==> config.mk <==
export PLATFORM = sky130hd
export DESIGN_NAME = uart_modem_line_status
export DESIGN_NICKNAME = d
export VERILOG_FILES = /design/src/uart_mls_pkg.sv /design/src/uart_modem_line_status.sv
export VERILOG_INCLUDE_DIRS = /design/src
export SDC_FILE = /design/constraint.sdc
export NUM_CORES = 1
export LEC_CHECK = 0
export BUFFER_PORTS_ARGS = -buffer_cell sky130_fd_sc_hd__buf_2
export CAP_MARGIN = 20
export CORE_ASPECT_RATIO = 1.1
export CORE_MARGIN = 2
export CORE_UTILIZATION = 28
export DETAILED_ROUTE_END_ITERATION = 10
export HOLD_SLACK_MARGIN = 0.15
export PLACE_DENSITY = 0.53
export RECOVER_POWER = 25
export SLEW_MARGIN = 15
export SYNTH_ARGS = -nofsm -noshare
export SYNTH_HDL_FRONTEND = slang
export SYNTH_SLANG_ARGS = --single-unit
==> constraint.sdc <==
create_clock -name clk_sys_i -period 12.12 [get_ports clk_sys_i]
set_input_delay 2.424 -clock clk_sys_i [delete_from_list [all_inputs] [get_ports clk_sys_i]]
set_output_delay 2.424 -clock clk_sys_i [all_outputs]
set_load 0.02 [all_outputs]
==> src/uart_mls_defines.svh <==
// Offsets, bit positions, reset values and sizes for the modem/line status block
`ifndef UART_MLS_DEFINES_SVH
`define UART_MLS_DEFINES_SVH
// ------------------------------------------------------------
// Register byte offsets
// ------------------------------------------------------------
`define MLS_OFF_DATA 8'h00
`define MLS_OFF_IRQ_EN 8'h04
`define MLS_OFF_MODE 8'h08
`define MLS_OFF_HSK_CTRL 8'h0C
`define MLS_OFF_EXT_ONE 8'h10
`define MLS_OFF_LINE 8'h14
`define MLS_OFF_HSK_IN 8'h18
// ------------------------------------------------------------
// Field positions
// ------------------------------------------------------------
`define MLS_HC_DTR 0
`define MLS_HC_RTS 1
`define MLS_HC_B2 2
`define MLS_HC_B3 3
`define MLS_HC_LOOP 4
`define MLS_EXT_LOOP 4
`define MLS_MODE_EXT 0
`define MLS_MODE_FIFO 1
`define MLS_MODE_RXSR 2
`define MLS_IE_RLS 2
`define MLS_IE_HSK 3
// ------------------------------------------------------------
// Reset values and sizes
// ------------------------------------------------------------
`define MLS_LINE_RESET 8'h60
`define MLS_RX_DEPTH 5'h10
`define MLS_RX_HOLD 5'h01
`endif

==> src/uart_mls_pkg.sv <==
// Types shared by the modem/line status block
package uart_mls_pkg;
    // Operating mode of the port
    typedef enum logic {
        MODE_LEGACY,
        MODE_EXTENDED
    } uart_mode_t;

    // One character from the receiver front end
    typedef struct packed {
        logic valid;            // One-cycle strobe
        logic line_break_flag;              // Break seen
        logic fe;               // Stop bit sampled 0
        logic pe;               // Parity mismatch
        logic [7:0] data;       // Character
    } rx_char_t;

    // Active-low handshake inputs: [0] cts, [1] dsr, [2] ri, [3] dcd
    typedef struct packed {
        logic [3:0] n;
    } hsk_pins_t;

    // Receive slot: error tags with the character
    typedef struct packed {
        logic line_break_flag;
        logic fe;
        logic pe;
        logic [7:0] data;
    } rx_slot_t;

    // Whole state of the block apart from the two reset release flops
    typedef struct packed {
        rx_slot_t [15:0] mem;   // Receive store
        logic [3:0] rd_ptr;
        logic [3:0] wr_ptr;
        logic [4:0] count;
        logic head_seen;        // Bottom character tags already shown
        logic brk_hold;         // Swallow break chars until a good one
        logic [4:1] sticky;     // oe, pe, fe, brk
        logic er;               // Tagged char entered the FIFO
        logic dtr_n;
        logic rts_n;
        logic b2;
        logic b3;
        logic loop;
        logic defer_en;
        uart_mode_t mode;
        logic fifo_en;
        logic rls_ie;
        logic hsk_ie;
        logic [3:0] delta;
        logic [3:0] sync1;
        logic [3:0] sync2;
        logic [3:0] prev;
        logic [7:0] tx_hold;
        logic tx_full;
        logic defer;
        logic irq;
        logic rls_ev;
        logic hsk_ev;
        logic pready;
        logic pslverr;
        logic [7:0] prdata;
        logic [4:1] lsr_cap;
        logic er_cap;
        logic [3:0] msr_cap;
    } state_t;
endpackage

==> src/uart_modem_line_status.sv <==
// Modem control, line status and modem status logic with APB register access
//
// Overview of operation
// Control bits drive active-low dtr/rts pins
// Legacy loopback: dtr,rts,b2,b3 feed dsr,cts,ri,dcd
// Legacy, no loop: irq gated by bit 3
// Loop bit shared by both control registers
// Extended: irq always on, loop via ext reg
// Extended loop: dtr->dsr,ri; rts->cts,dcd
// Extended bit 3 defers tx with FIFO on
// Line bits 1-4 sticky, clear on read/reset
// Line status resets to 0x60, read only
// Line errors raise event when enabled
// Data available while receive store nonempty
// Overrun sets at once, new char dropped
// Parity error travels with its character
// Framing error travels with its character
// After framing error accept next start
// Break stores one zero, then waits
// Holding free set empty, cleared by write
// Transmitter idle needs shifter idle too
// FIFO error summary, zero with FIFO off
// Modem deltas clear on read, raise event
// cts/dsr any edge; ring trailing edge only
// Loopback disconnects pins, feeds from control
// Status 7:4 inverted pin levels, dcd delta
// Pins synchronised before edge detection
//
// Register access over APB and the placing of the registers are this design's own decisions.
`include "uart_mls_defines.svh"

module uart_modem_line_status
    import uart_mls_pkg::*;
(
    input wire logic clk_sys_i,      // Core clock, 25 MHz
    input wire logic rstn_i,         // Async reset, active low
    input wire logic psel_i,         // APB select
    input wire logic penable_i,      // APB enable
    input wire logic pwrite_i,       // APB direction
    input wire logic [7:0] paddr_i,  // APB byte address
    input wire logic [31:0] pwdata_i, // APB write data
    output logic [31:0] prdata_o,    // APB read data
    output logic pready_o,           // APB ready
    output logic pslverr_o,          // APB error, unmapped address
    input wire rx_char_t rx_char_i,  // Finished character from receiver
    input wire logic tx_take_i,      // Shifter takes the held char
    input wire logic tx_busy_i,      // Shifter front end busy
    output logic [7:0] tx_data_o,    // Held transmit character
    output logic tx_valid_o,         // Transmit character held
    output logic tx_defer_o,         // Transmission deferral active
    input wire hsk_pins_t hsk_pins_i, // Active-low modem inputs
    output logic dtr_n_o,            // Terminal ready, active low
    output logic rts_n_o,            // Send request, active low
    input wire logic irq_src_i,      // Other port interrupt sources
    output logic irq_o,              // Gated interrupt request
    output logic rls_event_o,        // Receiver line status event
    output logic hsk_event_o         // Modem status event
);

    // ------------------------------------------------------------
    // Reset release
    // ------------------------------------------------------------
    logic rst_s1_q; // First stage, read only by the second
    logic rst_s2_q; // Released reset used by the block

    // Two flops so release never lands near a clock edge
    always_ff @(posedge clk_sys_i or negedge rstn_i) begin
        if (!rstn_i) begin
            rst_s1_q <= 1'b0;
            rst_s2_q <= 1'b0;
        end else begin
            rst_s1_q <= 1'b1;
            rst_s2_q <= rst_s1_q;
        end
    end

    // ------------------------------------------------------------
    // State
    // ------------------------------------------------------------
    localparam state_t ST_RST = '{dtr_n: 1'b1, rts_n: 1'b1, sync1: 4'hF, sync2: 4'hF,
        mode: MODE_LEGACY, default: '0};

    state_t st_q; // Registered state
    state_t st_d; // Next state
    logic [3:0] lvl; // Internal active-high modem levels
    logic [7:0] lsr_val; // Line status as read
    logic [7:0] rd_val; // Read mux result
    logic hit; // Address decodes
    logic acc; // Access phase
    logic done; // Transfer completes this edge
    logic pop; // Receive char read out
    logic [4:0] cap; // Receive store capacity
    rx_slot_t head; // Bottom receive slot

    // Capacity follows the FIFO enable: one holding slot otherwise
    function automatic logic [4:0] rx_cap(input logic fifo);
        rx_cap = fifo ? `MLS_RX_DEPTH : `MLS_RX_HOLD;
    endfunction

    // ------------------------------------------------------------
    // Next-state logic
    // ------------------------------------------------------------
    always_comb begin
        st_d = st_q;
        acc = psel_i & penable_i;
        done = acc & st_q.pready;
        cap = rx_cap(st_q.fifo_en);
        head = st_q.mem[st_q.rd_ptr];
        pop = 1'b0;

        // Pins pass two flops before any edge logic
        st_d.sync1 = hsk_pins_i.n;
        st_d.sync2 = st_q.sync1;

        // Loopback replaces the pins with control bits
        if (!st_q.loop) begin
            lvl = ~st_q.sync2;
        end else if (st_q.mode == MODE_EXTENDED) begin
            lvl = {~st_q.rts_n, ~st_q.dtr_n, ~st_q.dtr_n, ~st_q.rts_n};
        end else begin
            lvl = {st_q.b3, st_q.b2, ~st_q.dtr_n, ~st_q.rts_n};
        end
        st_d.prev = lvl;

        // Line status view; summary only with FIFOs on
        lsr_val = {st_q.er & st_q.fifo_en,
            ~st_q.tx_full & ~tx_busy_i,
            ~st_q.tx_full,
            st_q.sticky,
            st_q.count != 5'h00};

        // Register read mux
        hit = 1'b1;
        case (paddr_i)
            `MLS_OFF_DATA: begin
                rd_val = head.data;
            end
            `MLS_OFF_IRQ_EN: begin
                rd_val = {4'h0, st_q.hsk_ie, st_q.rls_ie, 2'h0};
            end
            `MLS_OFF_MODE: begin
                rd_val = {6'h00, st_q.fifo_en, st_q.mode == MODE_EXTENDED};
            end
            `MLS_OFF_HSK_CTRL: begin
                if (st_q.mode == MODE_EXTENDED) begin
                    // Bit 2 and bits 7:4 read zero
                    rd_val = {4'h0, st_q.defer_en, 1'b0, ~st_q.rts_n, ~st_q.dtr_n};
                end else begin
                    rd_val = {3'h0, st_q.loop, st_q.b3, st_q.b2, ~st_q.rts_n, ~st_q.dtr_n};
                end
            end
            `MLS_OFF_EXT_ONE: begin
                rd_val = {3'h0, st_q.loop, 4'h0};
            end
            `MLS_OFF_LINE: begin
                rd_val = lsr_val;
            end
            `MLS_OFF_HSK_IN: begin
                rd_val = {lvl, st_q.delta};
            end
            default: begin
                rd_val = 8'h00;
                hit = 1'b0;
            end
        endcase

        // APB: one wait state, data captured on the first access edge
        if (acc & !st_q.pready) begin
            st_d.pready = 1'b1;
            st_d.prdata = rd_val;
            st_d.pslverr = ~hit;
            // Remember exactly what was shown so later events survive the clear
            st_d.lsr_cap = (!pwrite_i && paddr_i == `MLS_OFF_LINE) ? st_q.sticky : 4'h0;
            st_d.er_cap = !pwrite_i && paddr_i == `MLS_OFF_LINE && st_q.er;
            st_d.msr_cap = (!pwrite_i && paddr_i == `MLS_OFF_HSK_IN) ? st_q.delta : 4'h0;
        end else begin
            st_d.pready = 1'b0;
            st_d.pslverr = 1'b0;
        end

        // Transmit hand-off to the shifter
        if (tx_take_i & st_q.tx_full) begin
            st_d.tx_full = 1'b0;
        end

        // Effects of a completed transfer
        if (done & !pwrite_i) begin
            case (paddr_i)
                `MLS_OFF_LINE: begin
                    st_d.sticky = st_q.sticky & ~st_q.lsr_cap;
                    st_d.er = st_q.er & ~st_q.er_cap;
                end
                `MLS_OFF_HSK_IN: begin
                    st_d.delta = st_q.delta & ~st_q.msr_cap;
                end
                `MLS_OFF_DATA: begin
                    pop = st_q.count != 5'h00;
                end
                default: begin
                end
            endcase
        end else if (done & pwrite_i) begin
            case (paddr_i)
                `MLS_OFF_DATA: begin
                    // Writing the data register fills the holding slot
                    st_d.tx_hold = pwdata_i[7:0];
                    st_d.tx_full = 1'b1;
                end
                `MLS_OFF_IRQ_EN: begin
                    st_d.rls_ie = pwdata_i[`MLS_IE_RLS];
                    st_d.hsk_ie = pwdata_i[`MLS_IE_HSK];
                end
                `MLS_OFF_MODE: begin
                    st_d.mode = pwdata_i[`MLS_MODE_EXT] ? MODE_EXTENDED : MODE_LEGACY;
                    st_d.fifo_en = pwdata_i[`MLS_MODE_FIFO];
                end
                `MLS_OFF_HSK_CTRL: begin
                    st_d.dtr_n = ~pwdata_i[`MLS_HC_DTR];
                    st_d.rts_n = ~pwdata_i[`MLS_HC_RTS];
                    if (st_q.mode == MODE_EXTENDED) begin
                        // Loop is not reachable from here in extended mode
                        st_d.defer_en = pwdata_i[`MLS_HC_B3];
                    end else begin
                        st_d.b2 = pwdata_i[`MLS_HC_B2];
                        st_d.b3 = pwdata_i[`MLS_HC_B3];
                        st_d.loop = pwdata_i[`MLS_HC_LOOP];
                    end
                end
                `MLS_OFF_EXT_ONE: begin
                    st_d.loop = pwdata_i[`MLS_EXT_LOOP];
                end
                default: begin
                    // Line and modem status ignore writes
                end
            endcase
        end

        // Pop the bottom character; its tags are then done with
        if (pop) begin
            st_d.rd_ptr = st_q.rd_ptr + 4'h1;
            st_d.count = st_q.count - 5'h01;
            st_d.head_seen = 1'b0;
        end

        // Receiver soft reset, or a FIFO enable change, empties the store
        if ((done & pwrite_i & paddr_i == `MLS_OFF_MODE) &&
            (pwdata_i[`MLS_MODE_RXSR] || pwdata_i[`MLS_MODE_FIFO] != st_q.fifo_en)) begin
            st_d.rd_ptr = 4'h0;
            st_d.wr_ptr = 4'h0;
            st_d.count = 5'h00;
            st_d.head_seen = 1'b0;
            st_d.brk_hold = 1'b0;
            st_d.er = 1'b0;
            if (pwdata_i[`MLS_MODE_RXSR]) begin
                st_d.sticky = 4'h0;
            end
        end else if (rx_char_i.valid) begin
            if (rx_char_i.line_break_flag & st_q.brk_hold) begin
                // Line still low: no second zero char
                st_d.brk_hold = 1'b1;
            end else if (st_q.count == cap) begin
                // Full: new char dropped, stored data untouched
                st_d.sticky[1] = 1'b1;
            end else begin
                // A char after a framing error is taken like any other
                st_d.mem[st_q.wr_ptr] = '{line_break_flag: rx_char_i.line_break_flag, fe: rx_char_i.fe,
                    pe: rx_char_i.pe, data: rx_char_i.line_break_flag ? 8'h00 : rx_char_i.data};
                st_d.wr_ptr = st_q.wr_ptr + 4'h1;
                st_d.count = st_d.count + 5'h01;
                st_d.brk_hold = rx_char_i.line_break_flag;
                if (st_q.fifo_en & (rx_char_i.line_break_flag | rx_char_i.fe | rx_char_i.pe)) begin
                    st_d.er = 1'b1;
                end
            end
        end

        // Tags show only once their char is at the bottom
        if (st_q.count != 5'h00 && !st_q.head_seen && !pop) begin
            st_d.sticky[2] = st_d.sticky[2] | head.pe;
            st_d.sticky[3] = st_d.sticky[3] | head.fe;
            st_d.sticky[4] = st_d.sticky[4] | head.line_break_flag;
            st_d.head_seen = 1'b1;
        end

        // Modem deltas; set wins over a read clear in the same edge
        st_d.delta[0] = st_d.delta[0] | (lvl[0] ^ st_q.prev[0]);
        st_d.delta[1] = st_d.delta[1] | (lvl[1] ^ st_q.prev[1]);
        st_d.delta[2] = st_d.delta[2] | (st_q.prev[2] & ~lvl[2]);
        st_d.delta[3] = st_d.delta[3] | (lvl[3] ^ st_q.prev[3]);

        // Events and interrupt gate
        st_d.rls_ev = st_d.rls_ie & (|st_d.sticky);
        st_d.hsk_ev = st_d.hsk_ie & (|st_d.delta);
        st_d.irq = (st_d.mode == MODE_EXTENDED || st_d.loop || st_d.b3) &
            (st_d.rls_ev | st_d.hsk_ev | irq_src_i);
        // Deferral counts only with the transmit FIFO running
        st_d.defer = st_d.mode == MODE_EXTENDED & st_d.defer_en & st_d.fifo_en;
    end

    // ------------------------------------------------------------
    // State register
    // ------------------------------------------------------------
    always_ff @(posedge clk_sys_i or negedge rst_s2_q) begin
        if (!rst_s2_q) begin
            st_q <= ST_RST;
        end else begin
            st_q <= st_d;
        end
    end

    // ------------------------------------------------------------
    // Outputs, all straight from state flops
    // ------------------------------------------------------------
    assign prdata_o = {24'h000000, st_q.prdata};
    assign pready_o = st_q.pready;
    assign pslverr_o = st_q.pslverr;
    assign tx_data_o = st_q.tx_hold;
    assign tx_valid_o = st_q.tx_full;
    assign tx_defer_o = st_q.defer;
    assign dtr_n_o = st_q.dtr_n;
    assign rts_n_o = st_q.rts_n;
    assign irq_o = st_q.irq;
    assign rls_event_o = st_q.rls_ev;
    assign hsk_event_o = st_q.hsk_ev;

    logic wr_ctrl; // Completed control write, either mode
    assign wr_ctrl = done & pwrite_i & paddr_i == `MLS_OFF_HSK_CTRL;
endmodule

==> Yosys cells after proc, flatten, opt, wreduce, memory -nomap -nowiden <==
Cells that the tools add are included.
{ "word_totals": {"input_bits": 64, "elab_cells": 253, "ff_bits": 256} }
{ "op_classes": {"magnitude_cmp": 3, "n_mux": 57, "bitwise_logic": 51, "eq_ne": 11, "addsub": 4, "n_reduce_logical": 28} }
{ "op_table": {"columns": ["op", "count"], "rows": [
  ["$bwmux 176", 1],
  ["$pmux 8 s7", 1],
  ["$bmux 11 s4", 1],
  ["$demux 11 s4", 1],
  ["$mux 4", 9],
  ["$mux 9", 4],
  ["$eq 8x5->1 const B", 3],
  ["$mux 11", 2],
  ["$mux 1", 20],
  ["$mux 5", 4],
  ["$and 1x1->1", 18],
  ["$eq 8x4->1 const B", 2],
  ["$mux 2", 7],
  ["$mux 7", 2],
  ["$not 1->1", 14],
  ["$not 4->4", 3],
  ["$or 1x1->1", 11],
  ["$lt 4x5->1 const B", 2],
  ["$reduce_and 3->1", 3],
  ["$add 4x1->4 const B", 2],
  ["$and 4x4->4", 2],
  ["$eq 8x3->1 const B", 1],
  ["$logic_not 8->1", 1],
  ["$mux 8", 1],
  ["21 further kinds", 39]
]} }

==> Logic depth before layout (Yosys ltp) <==
{ "depth": {"ltp_word": 14, "ltp_mapped": 11} }

==> Worst setup path after synthesis <==
No wires, ideal clock.
{ "synth_path": {"path_type": "input to register", "from": "input paddr_i[2]", "to": "register st_q[69] (netlist name)", "stages": 10, "t_arrival_ps": 4409, "slack_ps": 7579, "required_ps": 11988, "path_cell_list": "buf_2 nor4_2 and4b_1 buf_2 mux2i_1 ha_1 nand3_1 a221oi_1 xor2_1 nor2_1"} }
{ "synth_rtl": {"columns": ["item", "line_no", "text"], "rows": [
  ["start: declaration", "uart_modem_line_status.sv:40", "input wire logic [7:0] paddr_i,"],
  ["end signal: assignment", "uart_modem_line_status.sv:307", "st_q <= st_d;"],
  ["end: declaration", "uart_modem_line_status.sv:83", "state_t st_q;"]
]} }

==> Final worst setup path <==
{ "layout_path": {"from": "input rx_char_i[10] (netlist name)", "to": "register st_q[184] (netlist name)"} }
{ "layout_between": {"elab_chain_len": 3} }
{ "layout_lines": {"columns": ["item", "line_no", "text"], "rows": [
  ["start: declaration", "uart_modem_line_status.sv:45", "input wire rx_char_t rx_char_i,"],
  ["$and 1x1->1", "uart_modem_line_status.sv:258", "if (rx_char_i.line_break_flag & st_q.brk_hold) begin"],
  ["$not 1->1 (no source line)", null, null],
  ["$reduce_and 4->1 (no source line)", null, null]
]} }
Several ways; a longest one is shown, not always the timed one.
A chain may end at the register's enable or synchronous reset.

==> results.txt <==
- Clock-pin slew was measured on the worst setup and hold paths at 60 ps.
- The number of clock buffers added by TritonCTS is 28.
- Hold bufs inserted after CTS: 0
- Number of H-tree branching levels: 1
- The worst register-to-register path begins at rst_s2_q.
* Commonest cells after routing, fill and taps aside: sky130_fd_sc_hd__dfrtp_1, sky130_fd_sc_hd__mux2_1, sky130_fd_sc_hd__buf_2, sky130_fd_sc_hd__nand2_1, sky130_fd_sc_hd__mux4_2
- Data arrives at the worst endpoint at 5270 ps.
- Residual overflow from global routing: 0
* Clock tree skew after final layout: 24.25 ps
- Netlist Area Pre-Place: 12090 µm²
* Antenna violations before repair: 0
* Type of the worst setup path: input pin to flip-flop
- The longest clock path from root to sink contains 3 buffers.
- In the final layout, the share of cells above drive strength 1 is 0.2210.
* Setup violators final: 0
- 0 antenna diodes ended up in the layout.
- The share of the Yosys chip area taken by registers is 0.5311.
- Startpoint types: input pin
- For this configuration, the core starts out at a cell density of 0.2850.
- The number of placed instances, taps included, is 1478.
- The first global-routing pass estimated 46810 µm of wire.
* Violations in the final reports: capacitance limit, slew limit
* Required time at the endpoint of the critical path: 12550 ps
* DR vias/cell: 4.843
* Multi-input combinational cell area: 5190 µm²
- Largest vdd supply drop: 96.77 µV
- After detailed routing, the average wire length per cell comes to 19.52 µm.
* Via count of the first global-routing pass: 7658
* Total Routed Length: 29890 µm
- The library cell used most frequently in the layout, excluding fill and tap cells, is sky130_fd_sc_hd__dfrtp_1.
- The floorplan step defined a die boundary enclosing 44850 µm².
* Unrepaired setup endpoints after global routing: no
- Crit share post-route: 0.3990
* Clock network latency to the later pin of the worst-skew pair: 570 ps
- Of all nets on the critical path, the largest fanout is 27.
* Worst setup startpoint: rx_char_i[10]
- Post-synth EDFFs: 0
- TritonCTS built the clock tree.
- After clock tree synthesis, the repair step resized 0 gates.
* Avg Inst Size Synth: 13.19 µm²
* Normalized max-slew margin: -1.022
- Buffers added to address setup during post-CTS repair amount to 0.
* Count of distinct cell types in the synthesized netlist: 65
* Setup slack of the critical path after layout: 7285 ps
- For this run, the share of the core covered by cells in the final layout is 0.3241.
- Violation count after the first detailed-routing iteration: 403
* Die span in y: 221.9 µm
- Hold violation total from the final report: 0
- Predominant post-synthesis flop cell: sky130_fd_sc_hd__dfrtp_1
- Worst slack after detailed placement: 6750 ps
* CTS Sinks: 256
* Max-capacitance violation count: 1
- Total iterations of the first detailed-routing run: 5
- The sequential cells in the finished layout cover a total of 6422 µm².
* Time the worst path needs with I/O delays and setup: 4835 ps
- DRT antenna net count: 0
- Die outline width: 202.1 µm
- The count of pins over their slew limit is 57.
* Vias after detailed routing: 7414
- Detailed Place HPWL: 18550 µm
* Gate count after technology mapping: 916
- Async S/R FF share, synth: 1.000
* Count of filler cells inserted in the layout: 4204
* Largest net degree at the start of global routing: 168
- Beginning of the worst hold path: rst_s1_q
- Yosys synthesis warning count: 0
* Leakage Power: 6.163 nW
* Kind of end point of the critical path: flip-flop
- After the flow finishes, the layout carries non-filler instances totaling 1531.
* Total core area: 42400 µm²
- Run status: finished, violations left
- Transition time of the tightest slew-check pin: 3033 ps
* Total Nets Final: 1016
- After routing, the total negative slack on setup checks comes to 0 ps.
* Remaining design rule violation count: 0
- Based on the critical path, the design can be clocked at up to 0.2068 GHz.
- In the global route stage, overall resource usage came out at 0.1347.
- Clock root buffer: sky130_fd_sc_hd__clkbuf_16
* Class of the tightest hold or removal check: flip-flop to flip-flop
- Compared with the post-synthesis result, the final layout area differs by 13.72%.
* Power density normalized to cell area: 192.4 nW/µm²
- Overall Power: 0.002644 W
- RD Place Congestion: 0.8049
* Input/output buffers: 64
- Io pins: 113
- In this run the core area contains 79 standard-cell rows.
- Flip-flop and latch count after synthesis: 256
==> synthesized netlist by cell type (all sizes together) (3+ instances only) <==
| library cell | number | area [µm²] |
|---|---|---|
| a211oi | 4 | 30.03 |
| a21oi | 14 | 70.07 |
| a221oi | 9 | 78.83 |
| a22oi | 4 | 30.03 |
| a32o | 4 | 40.04 |
| and2 | 6 | 37.54 |
| buf | 70 | 470.5 |
| clkbuf | 32 | 121.4 |
| dfrtp | 246 | 6156 |
| dfstp | 10 | 262.8 |
| ha | 7 | 87.58 |
| inv | 14 | 52.55 |
| mux2 | 192 | 2162 |
| mux2i | 32 | 320.3 |
| mux4 | 37 | 833.3 |
| nand2 | 51 | 191.4 |
| nand2b | 5 | 31.28 |
| nand3 | 27 | 135.1 |
| nand4 | 8 | 50.05 |
| nor2 | 37 | 138.9 |
| nor2b | 13 | 81.33 |
| nor3 | 7 | 35.03 |
| nor4b | 4 | 56.30 |
| o21ai | 18 | 90.09 |
| o22ai | 3 | 18.77 |
| or2 | 7 | 43.80 |
| or3 | 3 | 18.77 |
| xnor2 | 6 | 52.55 |
| xor2 | 8 | 70.07 |
==> cell families after synthesis <==
group	synth area share
muxes	0.2743
DFF	0.5311
and+or+nand+nor	0.07671
buffers and inverters	0.05362
AOI/OAI and AO/OA	0.04628
xor gates and xnor gates	0.01015
adders and majority gates	0.007246
other	0.0006213
==> critical path, cell delays in order <==
cell                       delay (ps)
sky130_fd_sc_hd__buf_2             90
sky130_fd_sc_hd__buf_4            220
sky130_fd_sc_hd__a21boi_0         320
sky130_fd_sc_hd__and2_1           490
sky130_fd_sc_hd__nand3_1          360
sky130_fd_sc_hd__nor2_2           930
sky130_fd_sc_hd__mux2_1           390
==> state kept, by name, indices dropped and copies added, names as in the netlist, 4 cells and up <==
| signal | count |
|---|---|
| prdata_o | 8 |
| lsr_val | 4 |
| st_d | 4 |
| st_q | 221 |
| tx_data_o | 8 |
==> final timing paths <==
| path | depth (start not counted) | slack, ps | endpoint |
|---|---|---|---|
| min | 0 | 340 | rst_s2_q |
| min reg2reg | 0 | 340 | rst_s2_q |
| max reg2reg | 1 | 7990 | pslverr_o |
| min in group asynchronous | 0 | 600 | st_q[203] |
| max | 7 | 7280 | st_q[184] |
| max in group asynchronous | 1 | 7990 | pslverr_o |
==> final cells by class <==
class                           count  area share
Clock buffer                       43     0.06017
Clock inverter                      6    0.006281
Inverter                           15    0.004097
Multi-Input combinational cell    566      0.3776
Sequential cell                   256      0.4673
Tap cell                          567     0.05162
Timing Repair Buffer               78     0.03295
==> metrics by stage <==
step | cell area [µm²] | hold WS, ps
5_1_grt | 13740 | 341.9
3_5_place_dp | 12790 | 304.3
3_3_place_gp | 12780 | 295.4
2_1_floorplan | 12170 | 331.2
6_report | 13740 | 341.9
4_1_cts | 13700 | 311.5
==> layer usage <==
layer / up-vias / routed length [µm] / share of wire / GRT usage
li1: 3311 / - / - / -
met2: 207 / 13580 / 0.45 / 0.2142
met5: - / 0 / 0 / 0
met3: 50 / 1453 / 0.049 / 0.01984
met1: 3846 / 14150 / 0.47 / 0.1940
met4: 0 / 700 / 0.023 / 0.03085
==> power by group <==
group / leakage (nW) / internal [W] / total, W / switching [W]
sequential: 3.31 / 0.00113 / 0.00127 / 0.000148
combinational: 2.40 / 0.000284 / 0.000529 / 0.000245
clock: 0.448 / 0.000491 / 0.000842 / 0.000351
total: 6.16 / 0.00190 / 0.00264 / 0.000744
Power figures use the tool's default switching activity.
